===== config.mk =====
export PLATFORM = sky130hd
export DESIGN_NAME = crf_core
export DESIGN_NICKNAME = d
export VERILOG_FILES = /design/src/crf_core.v /design/src/crf_alu.v /design/src/crf_fetch.v
export VERILOG_INCLUDE_DIRS = /design/src /design/src/src
export SDC_FILE = /design/constraint.sdc
export NUM_CORES = 1
export LEC_CHECK = 0
export ABC_AREA = 0
export BUFFER_PORTS_ARGS = -buffer_cell sky130_fd_sc_hd__buf_2
export CORE_MARGIN = 2
export CORE_UTILIZATION = 30
export DETAILED_ROUTE_END_ITERATION = 6
export GPL_TIMING_DRIVEN = 0
export MAX_ROUTING_LAYER = met4
export PLACE_DENSITY = 0.48
export SLEW_MARGIN = 20
export SYNTH_ARGS = -nofsm -noshare
export SYNTH_HDL_FRONTEND = slang
export SYNTH_SLANG_ARGS = --single-unit

===== constraint.sdc =====
create_clock -name CLK -period 5.45 [get_ports CLK]
set_clock_uncertainty 0.1 [all_clocks]
set_input_delay 0.545 -clock CLK [delete_from_list [all_inputs] [get_ports CLK]]
set_output_delay 0.545 -clock CLK [all_outputs]
set_load 0.02 [all_outputs]

===== src/crf_consts.vh =====
// Purpose: Constants for the CPU register file and status flag block.
// Assumes: Included by the crf_* design files and the dv bench files.
// Notes: Bit positions of the status flags and data-space map boundaries.
`ifndef CRF_CONSTS_VH
`define CRF_CONSTS_VH

`define CRF_NUM_REGS 32
`define CRF_FLAG_I 7
`define CRF_FLAG_T 6
`define CRF_FLAG_H 5
`define CRF_FLAG_S 4
`define CRF_FLAG_V 3
`define CRF_FLAG_N 2
`define CRF_FLAG_Z 1
`define CRF_FLAG_C 0
`define CRF_STATUS_RESET 8'h00
`define CRF_PTR_X_LO 5'h1A
`define CRF_PTR_Y_LO 5'h1C
`define CRF_PTR_Z_LO 5'h1E
`define CRF_DS_REG_LAST 16'h001F
`define CRF_DS_IO_FIRST 16'h0020
`define CRF_DS_IO_LAST 16'h005F
`define CRF_NUM_IO 64

`define CRF_OP_NONE 4'h0
`define CRF_OP_ADD 4'h1
`define CRF_OP_ADC 4'h2
`define CRF_OP_SUB 4'h3
`define CRF_OP_SBC 4'h4
`define CRF_OP_AND 4'h5
`define CRF_OP_OR 4'h6
`define CRF_OP_XOR 4'h7
`define CRF_OP_MOV 4'h8
`define CRF_OP_ADIW 4'h9
`define CRF_OP_SBIW 4'hA
`define CRF_OP_INC 4'hB
`define CRF_OP_DEC 4'hC

`endif


===== src/crf_core.v =====
// Purpose: CPU register file, status flags and data-space map.
// Assumes: Decoder and ALU control share CLK; one request per cycle.
// Notes: Flags and register contents are never saved on interrupt entry.
// Overview of operation
// - Next instruction word fetched while current instruction executes.
// - Thirty-two 8-bit registers, each read or written in one cycle.
// - Two operands read, computed and written back in one cycle.
// - Six registers form three 16-bit pointers; one also addresses program tables.
// - Status flags updated after every ALU operation except MOV.
// - Status flags not saved or restored around interrupts by hardware.
// - Global enable bit 7 clear blocks every interrupt.
// - Taking an interrupt clears global enable; interrupt return sets it.
// - Set-interrupt instruction sets, clear-interrupt instruction clears global enable.
// - Bit 6 stores a register bit on store, writes it back on load.
// - Bit 5 holds half carry out of low nibble.
// - Bit 4 is set to negative xor overflow by each flag-writing ALU operation.
// - Bit 3 flags two's complement overflow.
// - Bits 2, 1, 0 flag negative, zero and carry results.
// - Port schemes: 8r/8w, two 8r/8w, two 8r/16w, 16r/16w.
// - Registers occupy the first 32 data-space addresses.
// - 64 I/O addresses follow the registers in data space.
// - Competing interrupts served lowest vector first.
// - Instructions are one or two 16-bit words.
// - Registers 26 to 31 are the three pointer pairs.
`timescale 1ns/1ns
`include "crf_consts.vh"

module crf_core
#(
  parameter NUM_IRQ = 16,
  parameter PC_W = 12
)
(
  input wire CLK,
  input wire RESET_N,
  input wire [4:0] RD_ADDR,
  input wire [4:0] RR_ADDR,
  input wire [3:0] ALU_OP,
  input wire USE_IMM,
  input wire [7:0] IMM,
  input wire [5:0] WORD_K,
  input wire WR_EN,
  input wire WR_WIDE,
  input wire BIT_STORE,
  input wire BIT_LOAD,
  input wire [2:0] BIT_SEL,
  input wire SET_GIE,
  input wire CLEAR_GIE,
  input wire RETURN_FROM_INTERRUPT,
  input wire STATUS_WR,
  input wire [7:0] STATUS_WDATA,
  input wire [NUM_IRQ-1:0] IRQ_PENDING,
  input wire DS_EN,
  input wire DS_WE,
  input wire [15:0] DS_ADDR,
  input wire [7:0] DS_WDATA,
  input wire [7:0] IO_RDATA,
  input wire IS_TWO_WORD,
  input wire ADVANCE,
  input wire [15:0] PM_DATA,
  output reg [7:0] RD_DATA,
  output reg [7:0] RR_DATA,
  output reg [7:0] CPU_STATUS_FLAGS,
  output reg [15:0] PTR_X,
  output reg [15:0] PTR_Y,
  output reg [15:0] PTR_Z,
  output reg [15:0] TABLE_ADDR,
  output reg IRQ_TAKE,
  output reg [4:0] IRQ_VECTOR,
  output reg [7:0] DS_RDATA,
  output reg IO_EN,
  output reg IO_WE,
  output reg [5:0] IO_ADDR,
  output reg [7:0] IO_WDATA,
  output reg [PC_W-1:0] PM_ADDR,
  output reg [31:0] INSTR,
  output reg INSTR_VALID
);
  reg [7:0] regs_q [0:`CRF_NUM_REGS-1];
  reg [7:0] status_q;
  reg [7:0] status_d;
  reg [7:0] op_b;
  reg [15:0] wide_rd;
  reg wr_lo;
  reg wr_hi;
  reg [7:0] wdata_lo;
  reg [7:0] wdata_hi;
  reg [4:0] wr_addr;
  reg ds_reg_hit;
  reg ds_io_hit;
  reg irq_found;
  reg [4:0] irq_idx;
  reg [7:0] ds_rd_d;
  wire [15:0] alu_res;
  wire [5:0] alu_flags;
  wire [5:0] alu_we;
  wire [PC_W-1:0] fetch_addr;
  wire [31:0] fetch_instr;
  wire fetch_valid;
  integer i;
  integer j;

  function [15:0] pair;
    input [4:0] lo;
    begin
      pair = {regs_q[lo + 5'h01], regs_q[lo]};
    end
  endfunction

  crf_alu u_alu
  (
    .op(ALU_OP),
    .a(regs_q[RD_ADDR]),
    .b(op_b),
    .wa(wide_rd),
    .wk(WORD_K),
    .c_in(status_q[`CRF_FLAG_C]),
    .z_in(status_q[`CRF_FLAG_Z]),
    .res(alu_res),
    .flags(alu_flags),
    .flag_we(alu_we)
  );

  crf_fetch #(.PC_W(PC_W)) u_fetch
  (
    .clk(CLK),
    .reset_n(RESET_N),
    .advance(ADVANCE),
    .is_two_word(IS_TWO_WORD),
    .pm_data(PM_DATA),
    .pm_addr(fetch_addr),
    .instr(fetch_instr),
    .instr_valid(fetch_valid)
  );

  // Lowest index means lowest vector, hence highest priority
  always @*
  begin
    irq_found = 1'b0;
    irq_idx = 5'h00;
    for (i = NUM_IRQ - 1; i >= 0; i = i - 1)
      if (IRQ_PENDING[i])
      begin
        irq_found = 1'b1;
        irq_idx = i[4:0];
      end
  end

  always @*
  begin
    op_b = USE_IMM ? IMM : regs_q[RR_ADDR];
    wide_rd = {regs_q[RD_ADDR | 5'h01], regs_q[RD_ADDR & 5'h1E]};
    ds_reg_hit = DS_EN && (DS_ADDR <= `CRF_DS_REG_LAST);
    ds_io_hit = DS_EN && (DS_ADDR >= `CRF_DS_IO_FIRST) && (DS_ADDR <= `CRF_DS_IO_LAST);
    wr_lo = 1'b0;
    wr_hi = 1'b0;
    wr_addr = RD_ADDR & 5'h1E;
    wdata_lo = alu_res[7:0];
    wdata_hi = alu_res[15:8];
    if (ds_reg_hit && DS_WE)
    begin
      wr_lo = 1'b1;
      wr_addr = DS_ADDR[4:0];
      wdata_lo = DS_WDATA;
    end
    else if (BIT_LOAD)
    begin
      wr_lo = 1'b1;
      wr_addr = RD_ADDR;
      wdata_lo = regs_q[RD_ADDR];
      wdata_lo[BIT_SEL] = status_q[`CRF_FLAG_T];
    end
    else if (WR_EN && WR_WIDE)
    begin
      wr_lo = 1'b1;
      wr_hi = 1'b1;
    end
    else if (WR_EN)
    begin
      wr_lo = 1'b1;
      wr_addr = RD_ADDR;
    end
    ds_rd_d = 8'h00;
    if (ds_reg_hit)
      ds_rd_d = regs_q[DS_ADDR[4:0]];
    else if (ds_io_hit)
      ds_rd_d = IO_RDATA;
  end

  // Interrupt take has priority over an explicit enable in same cycle
  always @*
  begin
    status_d = status_q;
    if (STATUS_WR)
      status_d = STATUS_WDATA;
    if (alu_we[5]) status_d[`CRF_FLAG_H] = alu_flags[5];
    if (alu_we[4]) status_d[`CRF_FLAG_S] = alu_flags[4];
    if (alu_we[3]) status_d[`CRF_FLAG_V] = alu_flags[3];
    if (alu_we[2]) status_d[`CRF_FLAG_N] = alu_flags[2];
    if (alu_we[1]) status_d[`CRF_FLAG_Z] = alu_flags[1];
    if (alu_we[0]) status_d[`CRF_FLAG_C] = alu_flags[0];
    if (BIT_STORE)
      status_d[`CRF_FLAG_T] = regs_q[RD_ADDR][BIT_SEL];
    if (SET_GIE || RETURN_FROM_INTERRUPT)
      status_d[`CRF_FLAG_I] = 1'b1;
    if (CLEAR_GIE)
      status_d[`CRF_FLAG_I] = 1'b0;
    if (status_q[`CRF_FLAG_I] && irq_found && !CLEAR_GIE)
      status_d[`CRF_FLAG_I] = 1'b0;
  end

  always @(posedge CLK)
  begin
    if (!RESET_N)
    begin
      for (j = 0; j < `CRF_NUM_REGS; j = j + 1)
        regs_q[j] <= 8'h00;
      status_q <= `CRF_STATUS_RESET;
      RD_DATA <= 8'h00;
      RR_DATA <= 8'h00;
      CPU_STATUS_FLAGS <= `CRF_STATUS_RESET;
      PTR_X <= 16'h0000;
      PTR_Y <= 16'h0000;
      PTR_Z <= 16'h0000;
      TABLE_ADDR <= 16'h0000;
      IRQ_TAKE <= 1'b0;
      IRQ_VECTOR <= 5'h00;
      DS_RDATA <= 8'h00;
      IO_EN <= 1'b0;
      IO_WE <= 1'b0;
      IO_ADDR <= 6'h00;
      IO_WDATA <= 8'h00;
      PM_ADDR <= {PC_W{1'b0}};
      INSTR <= 32'h00000000;
      INSTR_VALID <= 1'b0;
    end
    else
    begin
      if (wr_lo)
        regs_q[wr_addr] <= wdata_lo;
      if (wr_hi)
        regs_q[wr_addr | 5'h01] <= wdata_hi;
      // No save of flags on interrupt entry; software keeps them
      status_q <= status_d;
      CPU_STATUS_FLAGS <= status_d;
      RD_DATA <= regs_q[RD_ADDR];
      RR_DATA <= regs_q[RR_ADDR];
      PTR_X <= pair(`CRF_PTR_X_LO);
      PTR_Y <= pair(`CRF_PTR_Y_LO);
      PTR_Z <= pair(`CRF_PTR_Z_LO);
      TABLE_ADDR <= pair(`CRF_PTR_Z_LO);
      IRQ_TAKE <= status_q[`CRF_FLAG_I] && irq_found && !CLEAR_GIE;
      IRQ_VECTOR <= irq_idx;
      DS_RDATA <= ds_rd_d;
      IO_EN <= ds_io_hit;
      IO_WE <= ds_io_hit && DS_WE;
      IO_ADDR <= DS_ADDR[5:0] - 6'h20;
      IO_WDATA <= DS_WDATA;
      PM_ADDR <= fetch_addr;
      INSTR <= fetch_instr;
      INSTR_VALID <= fetch_valid;
    end
  end
endmodule


===== src/crf_alu.v =====
// Purpose: Combinational ALU producing a result and the status flags.
// Assumes: Operands arrive from the register file in the same cycle.
// Notes: 16-bit word add and subtract use the pair form of Rd and a 6-bit constant.
`timescale 1ns/1ns
`include "crf_consts.vh"

module crf_alu
(
  input wire [3:0] op,
  input wire [7:0] a,
  input wire [7:0] b,
  input wire [15:0] wa,
  input wire [5:0] wk,
  input wire c_in,
  input wire z_in,
  output reg [15:0] res,
  output reg [5:0] flags,
  output reg [5:0] flag_we
);
  reg [8:0] sum;
  reg [4:0] nib;
  reg [16:0] wsum;
  reg v;
  reg h;
  reg n;
  reg z;
  reg c;

  always @*
  begin
    sum = 9'h000;
    nib = 5'h00;
    wsum = 17'h00000;
    v = 1'b0;
    h = 1'b0;
    c = 1'b0;
    res = 16'h0000;
    flag_we = 6'h00;
    case (op)
      `CRF_OP_ADD, `CRF_OP_ADC:
      begin
        sum = {1'b0, a} + {1'b0, b} + {8'h00, (op == `CRF_OP_ADC) & c_in};
        nib = {1'b0, a[3:0]} + {1'b0, b[3:0]} + {4'h0, (op == `CRF_OP_ADC) & c_in};
        res = {8'h00, sum[7:0]};
        h = nib[4];
        v = (a[7] & b[7] & ~sum[7]) | (~a[7] & ~b[7] & sum[7]);
        c = sum[8];
        flag_we = 6'h3F;
      end
      `CRF_OP_SUB, `CRF_OP_SBC:
      begin
        sum = {1'b0, a} - {1'b0, b} - {8'h00, (op == `CRF_OP_SBC) & c_in};
        nib = {1'b0, a[3:0]} - {1'b0, b[3:0]} - {4'h0, (op == `CRF_OP_SBC) & c_in};
        res = {8'h00, sum[7:0]};
        h = nib[4];
        v = (a[7] & ~b[7] & ~sum[7]) | (~a[7] & b[7] & sum[7]);
        c = sum[8];
        flag_we = 6'h3F;
      end
      `CRF_OP_AND, `CRF_OP_OR, `CRF_OP_XOR:
      begin
        res[7:0] = (op == `CRF_OP_AND) ? (a & b) : (op == `CRF_OP_OR) ? (a | b) : (a ^ b);
        flag_we = 6'h1E;
      end
      `CRF_OP_INC, `CRF_OP_DEC:
      begin
        res[7:0] = (op == `CRF_OP_INC) ? a + 8'h01 : a - 8'h01;
        v = (op == `CRF_OP_INC) ? (a == 8'h7F) : (a == 8'h80);
        flag_we = 6'h1E;
      end
      `CRF_OP_ADIW, `CRF_OP_SBIW:
      begin
        wsum = (op == `CRF_OP_ADIW) ? {1'b0, wa} + {11'h000, wk} : {1'b0, wa} - {11'h000, wk};
        res = wsum[15:0];
        v = (op == `CRF_OP_ADIW) ? (~wa[15] & wsum[15]) : (wa[15] & ~wsum[15]);
        c = wsum[16];
        flag_we = 6'h1F;
      end
      `CRF_OP_MOV:
        res[7:0] = b;
      default:
        res = 16'h0000;
    endcase
    n = (op == `CRF_OP_ADIW || op == `CRF_OP_SBIW) ? res[15] : res[7];
    z = (op == `CRF_OP_ADIW || op == `CRF_OP_SBIW) ? (res == 16'h0000) : (res[7:0] == 8'h00);
    if (op == `CRF_OP_SBC)
      z = z & z_in;
    // Order: H S V N Z C
    flags = {h, n ^ v, v, n, z, c};
  end
endmodule


===== src/crf_fetch.v =====
// Purpose: Single-level prefetch stage for one- and two-word instructions.
// Assumes: Program memory answers in the cycle after the address is given.
// Notes: The decoder marks two-word opcodes so the first word is held until the second arrives.
`timescale 1ns/1ns
`include "crf_consts.vh"

module crf_fetch
#(
  parameter PC_W = 12
)
(
  input wire clk,
  input wire reset_n,
  input wire advance,
  input wire is_two_word,
  input wire [15:0] pm_data,
  output wire [PC_W-1:0] pm_addr,
  output wire [31:0] instr,
  output wire instr_valid
);
  reg [PC_W-1:0] pc_q;
  reg [15:0] first_q;
  reg have_first_q;
  reg valid_q;

  assign pm_addr = pc_q;
  assign instr = have_first_q ? {first_q, pm_data} : {pm_data, 16'h0000};
  assign instr_valid = valid_q & (have_first_q | ~is_two_word);

  // Next word fetched while current one executes
  always @(posedge clk)
  begin
    if (!reset_n)
    begin
      pc_q <= {PC_W{1'b0}};
      first_q <= 16'h0000;
      have_first_q <= 1'b0;
      valid_q <= 1'b0;
    end
    else
    begin
      valid_q <= 1'b1;
      if (valid_q && advance)
      begin
        pc_q <= pc_q + {{(PC_W-1){1'b0}}, 1'b1};
        if (!have_first_q && is_two_word)
        begin
          first_q <= pm_data;
          have_first_q <= 1'b1;
        end
        else
          have_first_q <= 1'b0;
      end
    end
  end
endmodule


# ---- After elaboration in Yosys (flattened, before gate mapping)
# Memory sizes are Yosys's and may differ from the RTL's. A register that Yosys moved wholly into a read port is not among the register bits.
# Cells that the tools add are included.
dict set report op_classes {
  n_addsub 14
  magnitude_cmp 5
  eq_ne 14
  muxes 92
  n_bitwise 29
  reduce_logical 48
}
# operator count
set op_table {}
lappend op_table {{$mux W8} 12}
lappend op_table {{$mux W1} 53}
lappend op_table {{$pmux W8 S6} 1}
lappend op_table {{$mux W32} 1}
lappend op_table {{$mux W4} 8}
lappend op_table {{$eq A4 B4 Y1 const B} 5}
lappend op_table {{$pmux W6 S3} 1}
lappend op_table {{$add A16 B6 Y17} 1}
lappend op_table {{$mux W17} 1}
lappend op_table {{$sub A16 B6 Y17} 1}
lappend op_table {{$eq A4 B3 Y1 const B} 4}
lappend op_table {{$ge A16 B6 Y1 const B} 1}
lappend op_table {{$le A16 B5 Y1 const B} 1}
lappend op_table {{$le A16 B7 Y1 const B} 1}
lappend op_table {{$logic_not A16 Y1} 1}
lappend op_table {{$reduce_bool A2 Y1} 8}
lappend op_table {{$reduce_or A16 Y1} 1}
lappend op_table {{$reduce_or A8 Y1} 2}
lappend op_table {{$mux W5} 3}
lappend op_table {{$and A1 B1 Y1} 14}
lappend op_table {{$add A12 B1 Y12 const B} 1}
lappend op_table {{$mux W3} 4}
lappend op_table {{$logic_and A1 B1 Y1} 11}
lappend op_table {{$reduce_or A2 Y1} 5}
lappend op_table {{38 further kinds} 61}
dict set report word_totals {
  regBits 129
  ram_bits 256
  inputBits 118
  output_inout_bits 163
  wordCells 232
  mem_count 1
}
# memory depth width read_ports rd_clocked_by_memory_dff wr line
set mem_list {}
lappend mem_list {regs_q 32 8 11 6 32 crf_core.v:79} ;# reg [7:0] regs_q [0:`CRF_NUM_REGS-1];

# ---- Longest topological paths before layout
# Gate-level depths: netlist (run 1).
dict set report logic_depth {
  ltp_word 19
  depth_mapped 22
  ltp_nobuf 18
}

# ---- Cells and area by module
# From an unflattened synthesis (run 1), not the netlist that was laid out.
dict set report unflattened {
  cells_unflattened 2434
  area_unflattened_um2 27543.9
}
# module instances cells_each area_each_um2 seq_area_each_um2
set by_module_without_submodules {}
lappend by_module_without_submodules {crf_core 1 1823 22925.7 10610.2}
lappend by_module_without_submodules {crf_alu 1 434 3148.0 0.0}
lappend by_module_without_submodules {crf_fetch 1 177 1470.2 600.6}

# ---- Least setup slack after synthesis (run 1)
# OpenSTA, ideal clock, no wires.
dict set report synth_timing {
  path_kind {input -> register}
  startpoint {input port RD_ADDR[1]}
  endpoint {memory regs_q[11][7], data pin}
  setup_ns 0.267
  arrival_ns 5.530
  required_ns 5.083
  path_slack_ns -0.447
  cell_stages 17
  n_path_buf 7
  path_cell_list {buf_4 buf_4 buf_4 buf_2 buf_1 buf_1 mux4_2 mux4_2 ha_1 o21ai_0 o21ai_0 a31oi_1 o21ai_0 mux2_2 o21ai_0 clkbuf_1 o22ai_1}
}
# element line
set synth_rtl {}
lappend synth_rtl {{from (decl)} crf_core.v:36} ;# input wire [4:0] RD_ADDR,
lappend synth_rtl {{to (decl)} crf_core.v:79}

==> results of run 1 <==
[synth_stat cells, drive strengths merged, types with 25 or more instances]
master  number
clkbuf     103
nor2       208
nor3        25
buf         91
nand2      155
o21ai       56
o22ai      132
mux2i       53
and2        99
dfxtp      176
ha          55
inv         43
mux4       311
a21oi       55
nand3       31
edfxtp     256
and3        27
[sequential cells by signal, indices dropped and copies added (netlist names), 4 cells and up]
signal,cells
DS_RDATA,8
INSTR,32
IO_ADDR,6
IO_WDATA,8
IRQ_VECTOR,4
PM_ADDR,12
PTR_X,16
PTR_Y,16
RD_DATA,8
RR_DATA,8
TABLE_ADDR,16
regs_q,256
status_q,8
u_fetch.first_q,16
u_fetch.pm_addr,12
[cell type report]
type                       count  area, µm²
clock buffer                  69       1450
timing repair buffer         335       2040
multi-input combinational   1489      15000
buffer                       193       1440
clock inverter                26        338
tap                         1165       1460
antenna                        5       12.5
sequential                   432      11200
fill                        8599      55200
inverter                      43        166
[worst paths after layout]
path | from | end | slack, ns | cells after the start
max | regs_q[27][4] | regs_q[5][6] | -0.004 | 17
min | IO_RDATA[1] | DS_RDATA[1] | 0.05 | 3
max reg2reg | regs_q[27][4] | regs_q[5][6] | -0.004 | 17
min reg2reg | u_fetch.first_q[6] | u_fetch.first_q[6] | 0.35 | 2
[power by group through the flow]
stage,combinational [mW],sequential (mW),clock (mW)
final,2.69,3.71,3.63
after global routing,2.82,3.72,3.82
after CTS,2.51,3.71,3.69
after detailed placement,2.30,3.78,0
after global placement,2.29,3.77,0
after floorplan,1.39,3.78,0
[cell families after synthesis]
logic type / count (synthesis)
simple gates: 647
flops: 432
mux: 384
compound gates: 357
buf+inv: 237
fa+ha+maj: 61
xor+xnor: 39
other cells: 1
[worst min-delay path, cell delays in order]
cell,delay (ns)
buf_2,0.08
nand2_1,0.04
o21ai_0,0.06
[layout by cell type (no fill, tap or decap), drive strengths merged, types with 6 or more instances in the layout]
| cell | instances |
|---|---|
| o21ai | 56 |
| clkbuf | 174 |
| clkinv | 13 |
| ha | 55 |
| nand2 | 155 |
| nand3 | 31 |
| nor3b | 9 |
| o21a | 11 |
| xnor2 | 21 |
| xor2 | 17 |
| a221oi | 8 |
| dfxtp | 176 |
| a211oi | 6 |
| a21oi | 55 |
| o211ai | 13 |
| nor2b | 20 |
| mux2i | 53 |
| and2 | 99 |
| and3 | 27 |
| fa | 6 |
| buf | 418 |
| o31ai | 7 |
| inv | 48 |
| o21bai | 7 |
| a21o | 13 |
| o22ai | 132 |
| a22oi | 11 |
| nand2b | 22 |
| nand3b | 9 |
| mux2 | 20 |
| nor2 | 208 |
| or3 | 8 |
| a31oi | 9 |
| nor4 | 6 |
| mux4 | 311 |
| edfxtp | 256 |
| nor3 | 25 |
[through the flow]
| step | std cells | TNS (ns) | util [%] | power (mW) | setup WS (ns) |
|---|---|---|---|---|---|
| 2_1_floorplan | 2158 | 0 | - | 5.17 | 0.00564 |
| 3_3_place_gp | 3583 | -703.36 | 33.4 | 6.06 | -3.27 |
| 3_5_place_dp | 3586 | -667.90 | 33.5 | 6.08 | -3.15 |
| 4_1_cts | 3707 | -0.358 | 36.6 | 9.91 | -0.0382 |
| 5_1_grt | 3756 | -0.106 | 37.5 | 10.4 | -0.0281 |
| 6_report | 3757 | -0.00404 | 37.5 | 10.0 | -0.00404 |
[per-layer routing]
layer / global-route usage (%) / wire length (µm) / vias up
li1: - / - / 9228
met1: 32.7 / 45300 / 11400
met2: 40.4 / 55100 / 1549
met3: 6.90 / 13300 / 321
met4: 14.4 / 7630 / 0
met5: - / 0 / -
[repair_timing]
action	CTS	global route
gates resized for setup	188	90
buffers inserted	19	40
pin swaps	8	18
cloned	3	4
hold buffers	5	0
setup endpoints to repair	261	203
hold endpoints to repair	5	0
==> flow_summary.yaml, run 1 <==
outcome:
  status: "complete, but fails checks"
  violations: "negative setup slack"
worst_setup_path:
  path_buf_inv: 2
  crit_chain: "mux4_2 > mux4_2 > mux2_4 > mux2i_4 > ha_4 > ha_4 > or3_4 > o221a_4 > xor2_2 > a221oi_2 > o211ai_1 > a221oi_2 > o211ai_1 > o21ai_4 > buf_12 > buf_8 > o22ai_2"
  cp_data_arrival_time_ns: 5.68
  slowest_stage: "mux4_2"
  crit_required_ns: 5.68
  crit_path_max_fanout: 8
  crit_type: "reg -> reg"
  cpLargestDelayFamily: "multiplexers"
  slowest_delay_ns: 0.58
  startpoint_type: "flip-flop"
  endpoint_kind: "flip-flop"
power:
  pwr-share-comb_pct: 26.8
  p_switching_mw: 3.22
  pwr-share-seq_pct: 37.0
  leakagePower_nw: 12.6
  power_density_nw_per_um2: 303
  p_int_mw: 6.82
  switching_share_pct: 32.0
  clkPwrFrac_pct: 36.2
  irDropWorstVdd_v: 0.000254
logic_synthesis:
  synth_compound_area_share_pct: 8.60
  yosys_warnings: 0
  synth-xor-area-share_pct: 1.33
  synth_top_family_by_area: "multiplexers"
  synthTopCellsByArea: "edfxtp_1 29%, mux4_2 25%, dfxtp_1 13%"
  synth_area_per_cell_um2: 12.4
  syn_area_um2: 26700
  synth_top_area_share_pct: 28.7
  yosys.area_share.simple_pct: 11.8
  synth_cell_types: 84
  synth-adder-area-share_pct: 3.02
  synth_edf_count: 256
  ys_async_sr_fraction_pct: 0
  synthMuxAreaShare_pct: 29.3
  ys.flop_type: "edfxtp_1"
  seq_area_frac_synth_pct: 41.9
  syn_inst: 2158
  synth_top_cell_by_area: "edfxtp_1"
  ys_seq_elements: 432
  synth.net_count: 2337
clock_tree:
  path_clk_slew_ns: 0.06
  insertion_delay_ns: 0.64
  cts_tree: "yes"
  cts_inserted_buffers: 51
  cts.sinks: 432
  clockBufferDepth: 3
  htree_levels: 2
  cts_root_buf: "clkbuf_16"
job:
  cap_violations: 0
global_route:
  grt-ovfl-total: 0
  grt_max_degree: 16
  antenna_found_initial: 6
  grt_pass1_wl_um: 166000
  track_usage_pct: 26.7
  grt_pass1_vias: 22000
place:
  port_buffers: 260
  post_dp_cell_area_um2: 29600
  gp_congestion: 1.05
  place_hpwl_um: 95300
sta:
  rsz0062_at_grt: "yes"
  tightest_slew_ns: 1.20
  finalCritPeriodShare_pct: 100
  slew_viol_final: 0
  max_freq_mhz: 183
  final.min_clock_period_ns: 5.45
  hold_violations: 0
  setup_viol: 1
  hold_slack_ns: 0.0470
  setup_slack_ns: -0.00404
  relSlewSlack_pct: 20.0
routing:
  wl_um: 121000
  avgRoutedWirePerCell_um: 32.3
  num_vias: 22500
  drt-initial-drc-count: 3070
  viasPerCell: 5.98
  antenna_left: 0
  route.detailed.drc: 0
  first_pass_iters: 6
floorplan:
  start_util_pct: 30.3
  die_h_um: 303
  core_um2: 88400
  rows: 109
  pin_count: 281
  die_area_um2: 91600
  die_w_um: 303
layout:
  area.growth.synth_to_final_pct: 24.0
  final_area_um2: 33200
  drive_gt1_share_pct: 36.0
  nNetsFinal: 2724
min_path:
  hp-class: "in -> reg"
(Power assumes the default switching activity.)
==> inputs of run 2 (changes only) <==
--- a/config.mk
+++ b/config.mk
@@ -14,6 +14,7 @@
 export GPL_TIMING_DRIVEN = 0
 export MAX_ROUTING_LAYER = met4
 export PLACE_DENSITY = 0.48
+export RECOVER_POWER = 50
 export SLEW_MARGIN = 20
 export SYNTH_ARGS = -nofsm -noshare
 export SYNTH_HDL_FRONTEND = slang
==> run 2 against run 1 <==
Against the previous run:
- the run still ends with negative setup slack left
- sequential share of layout area rose by 0.22 points
- maximum frequency fell by 0.47%
- non-clock buffer count did not move
- sequential power barely moved
- design area fell by 0.63%
- cell count did not move
- combinational power barely moved
- die area did not move
- critical path depth did not move
- first-iteration DRC count fell by 0.85%
- critical endpoint unchanged
==> flow_summary.yaml, run 2 (same netlist as run 1, synthesis figures left out) <==
layout:
  reg.largest.list: "regs_q (256), INSTR (32)"
  top_register: "regs_q"
  final_common_cell: "mux4_2"
  largest_reg_flops: 256
  area.growth.synth_to_final_pct: 23.2
  nFillCells: 8663
  utilization_pct: 37.3
  drive_gt1_share_pct: 29.5
  final_cell_mix: "294 x mux4_2, 256 x edfxtp_1, 249 x clkbuf_1, 203 x nor2_1, 176 x dfxtp_1"
  multi_input_area_um2: 15000
  seq_area_um2: 11200
  nNetsFinal: 2724
global_route:
  grt_max_degree: 16
  track_usage_pct: 26.7
  antenna_found_initial: 7
  grt_pass1_vias: 22000
  grt-ovfl-total: 0
  grt_pass1_wl_um: 166000
worst_setup_path:
  crit_path_max_fanout: 8
  path_buf_inv: 2
  slowest_stage: "mux4_2"
  cp_data_arrival_time_ns: 5.70
  crit_chain: "mux4_2 > mux4_2 > mux2_4 > mux2i_4 > ha_4 > ha_4 > or3_4 > o221a_4 > xor2_2 > a221oi_2 > o211ai_1 > a221oi_2 > o211ai_1 > o21ai_4 > buf_12 > buf_8 > o22ai_2"
  slowest_delay_ns: 0.58
  endpoint_kind: "flip-flop"
  crit_type: "reg -> reg"
  cpLargestDelayFamily: "multiplexers"
  crit_required_ns: 5.67
  startpoint_type: "flip-flop"
power:
  power_density_nw_per_um2: 304
  leakagePower_nw: 11.9
  irDropWorstVdd_v: 0.000254
  power_mw: 10.0
clock_tree:
  cts_root_buf: "clkbuf_16"
  path_clk_slew_ns: 0.06
  cts.sinks: 432
  clockBufferDepth: 3
  htree_levels: 2
  insertion_delay_ns: 0.64
  cts_inserted_buffers: 51
  cts_tree: "yes"
outcome:
  violations: "negative setup slack"
  status: "complete, but fails checks"
sta:
  setup_viol: 3
  tightest_slew_ns: 1.24
  hold_slack_ns: 0.0467
  final.min_clock_period_ns: 5.48
  setup_slack_ns: -0.0297
  setup_tns_ns: -0.0313
  max_freq_mhz: 182
  relSlewSlack_pct: 17.4
  rsz0062_at_grt: "yes"
  finalCritPeriodShare_pct: 101
  hold_violations: 0
  slew_viol_final: 0
floorplan:
  pin_count: 281
  die_w_um: 303
  die_h_um: 303
  die_area_um2: 91600
  rows: 109
  start_util_pct: 30.3
  core_um2: 88400
routing:
  first_pass_iters: 7
  route.detailed.drc: 0
  wl_um: 122000
  antenna_left: 0
  num_vias: 22500
  viasPerCell: 5.99
  drt-initial-drc-count: 3044
  avgRoutedWirePerCell_um: 32.4
place:
  gp_congestion: 1.05
  place_hpwl_um: 95300
  place_ws_ns: -3.15
  port_buffers: 260
min_path:
  hp-class: "in -> reg"
job:
  cap_violations: 0
-- run 2: changes by cell type in the layout (fill, tap and decap cells not counted), sizes merged --
cell and delta:
clkbuf +167, buf -167
-- run 2: path summary, 6_finish.rpt --
| path | slack (ns) | to | start | cells past startpoint |
|---|---|---|---|---|
| worst max-delay path | -0.03 | regs_q[5][6] | regs_q[27][4] | 17 |
| worst min-delay path | 0.05 | DS_RDATA[1] | IO_RDATA[1] | 3 |
| worst max register to register | -0.03 | regs_q[5][6] | regs_q[27][4] | 17 |
| worst min register to register | 0.35 | u_fetch.first_q[6] | u_fetch.first_q[6] | 2 |
-- run 2: area by class of cell --
class	instances	share of cell area (%)
clock inverter	26	1.03
sequential	432	34.0
timing repair buffer	335	5.56
antenna	5	0.0380
inverter	43	0.505
clock buffer	69	4.39
buffer	193	4.35
tap	1165	4.42
multi-input combinational	1489	45.7
-- run 2: repair_timing --
item	in CTS	in global routing
pin swaps	8	18
resized for setup	188	90
buffers inserted	19	40
hold endpoints to repair	5	0
setup endpoints to repair	261	203
hold buffers	5	0
gates cloned	3	4
-- run 2: worst register-to-register path: stages, from the launching register on --
cell      delay, ns
edfxtp_1       0.51
mux4_2         0.58
mux4_2         0.49
mux2_4         0.38
mux2i_4        0.24
ha_4           0.28
ha_4           0.17
or3_4          0.38
o221a_4        0.26
xor2_2         0.16
a221oi_2       0.29
o211ai_1       0.16
a221oi_2       0.36
o211ai_1       0.21
o21ai_4        0.14
buf_12         0.19
buf_8          0.18
o22ai_2        0.08
-- run 2: metrics by stage --
| stage | cell area, µm² | std cells |
|---|---|---|
| 2_1_floorplan | 26800 | 2158 |
| 6_report | 32900 | 3757 |
| 5_1_grt | 32900 | 3756 |
| 3_3_place_gp | 29500 | 3583 |
| 4_1_cts | 32400 | 3707 |
| 3_5_place_dp | 29600 | 3586 |
-- run 2: power by group --
part	internal [mW]	switching, mW	total, mW
combinational	1.09	1.59	2.67
sequential	3.59	0.126	3.72
clock	2.13	1.51	3.64
total	6.80	3.22	10.0
-- run 2: metal layers --
layer / vias up / routed length (µm) / GRT usage [%]
li1: 9227 / - / -
met1: 11400 / 45800 / 32.7
met2: 1537 / 54800 / 40.4
met3: 326 / 13100 / 6.90
met4: 0 / 7910 / 14.4
met5: - / 0 / -
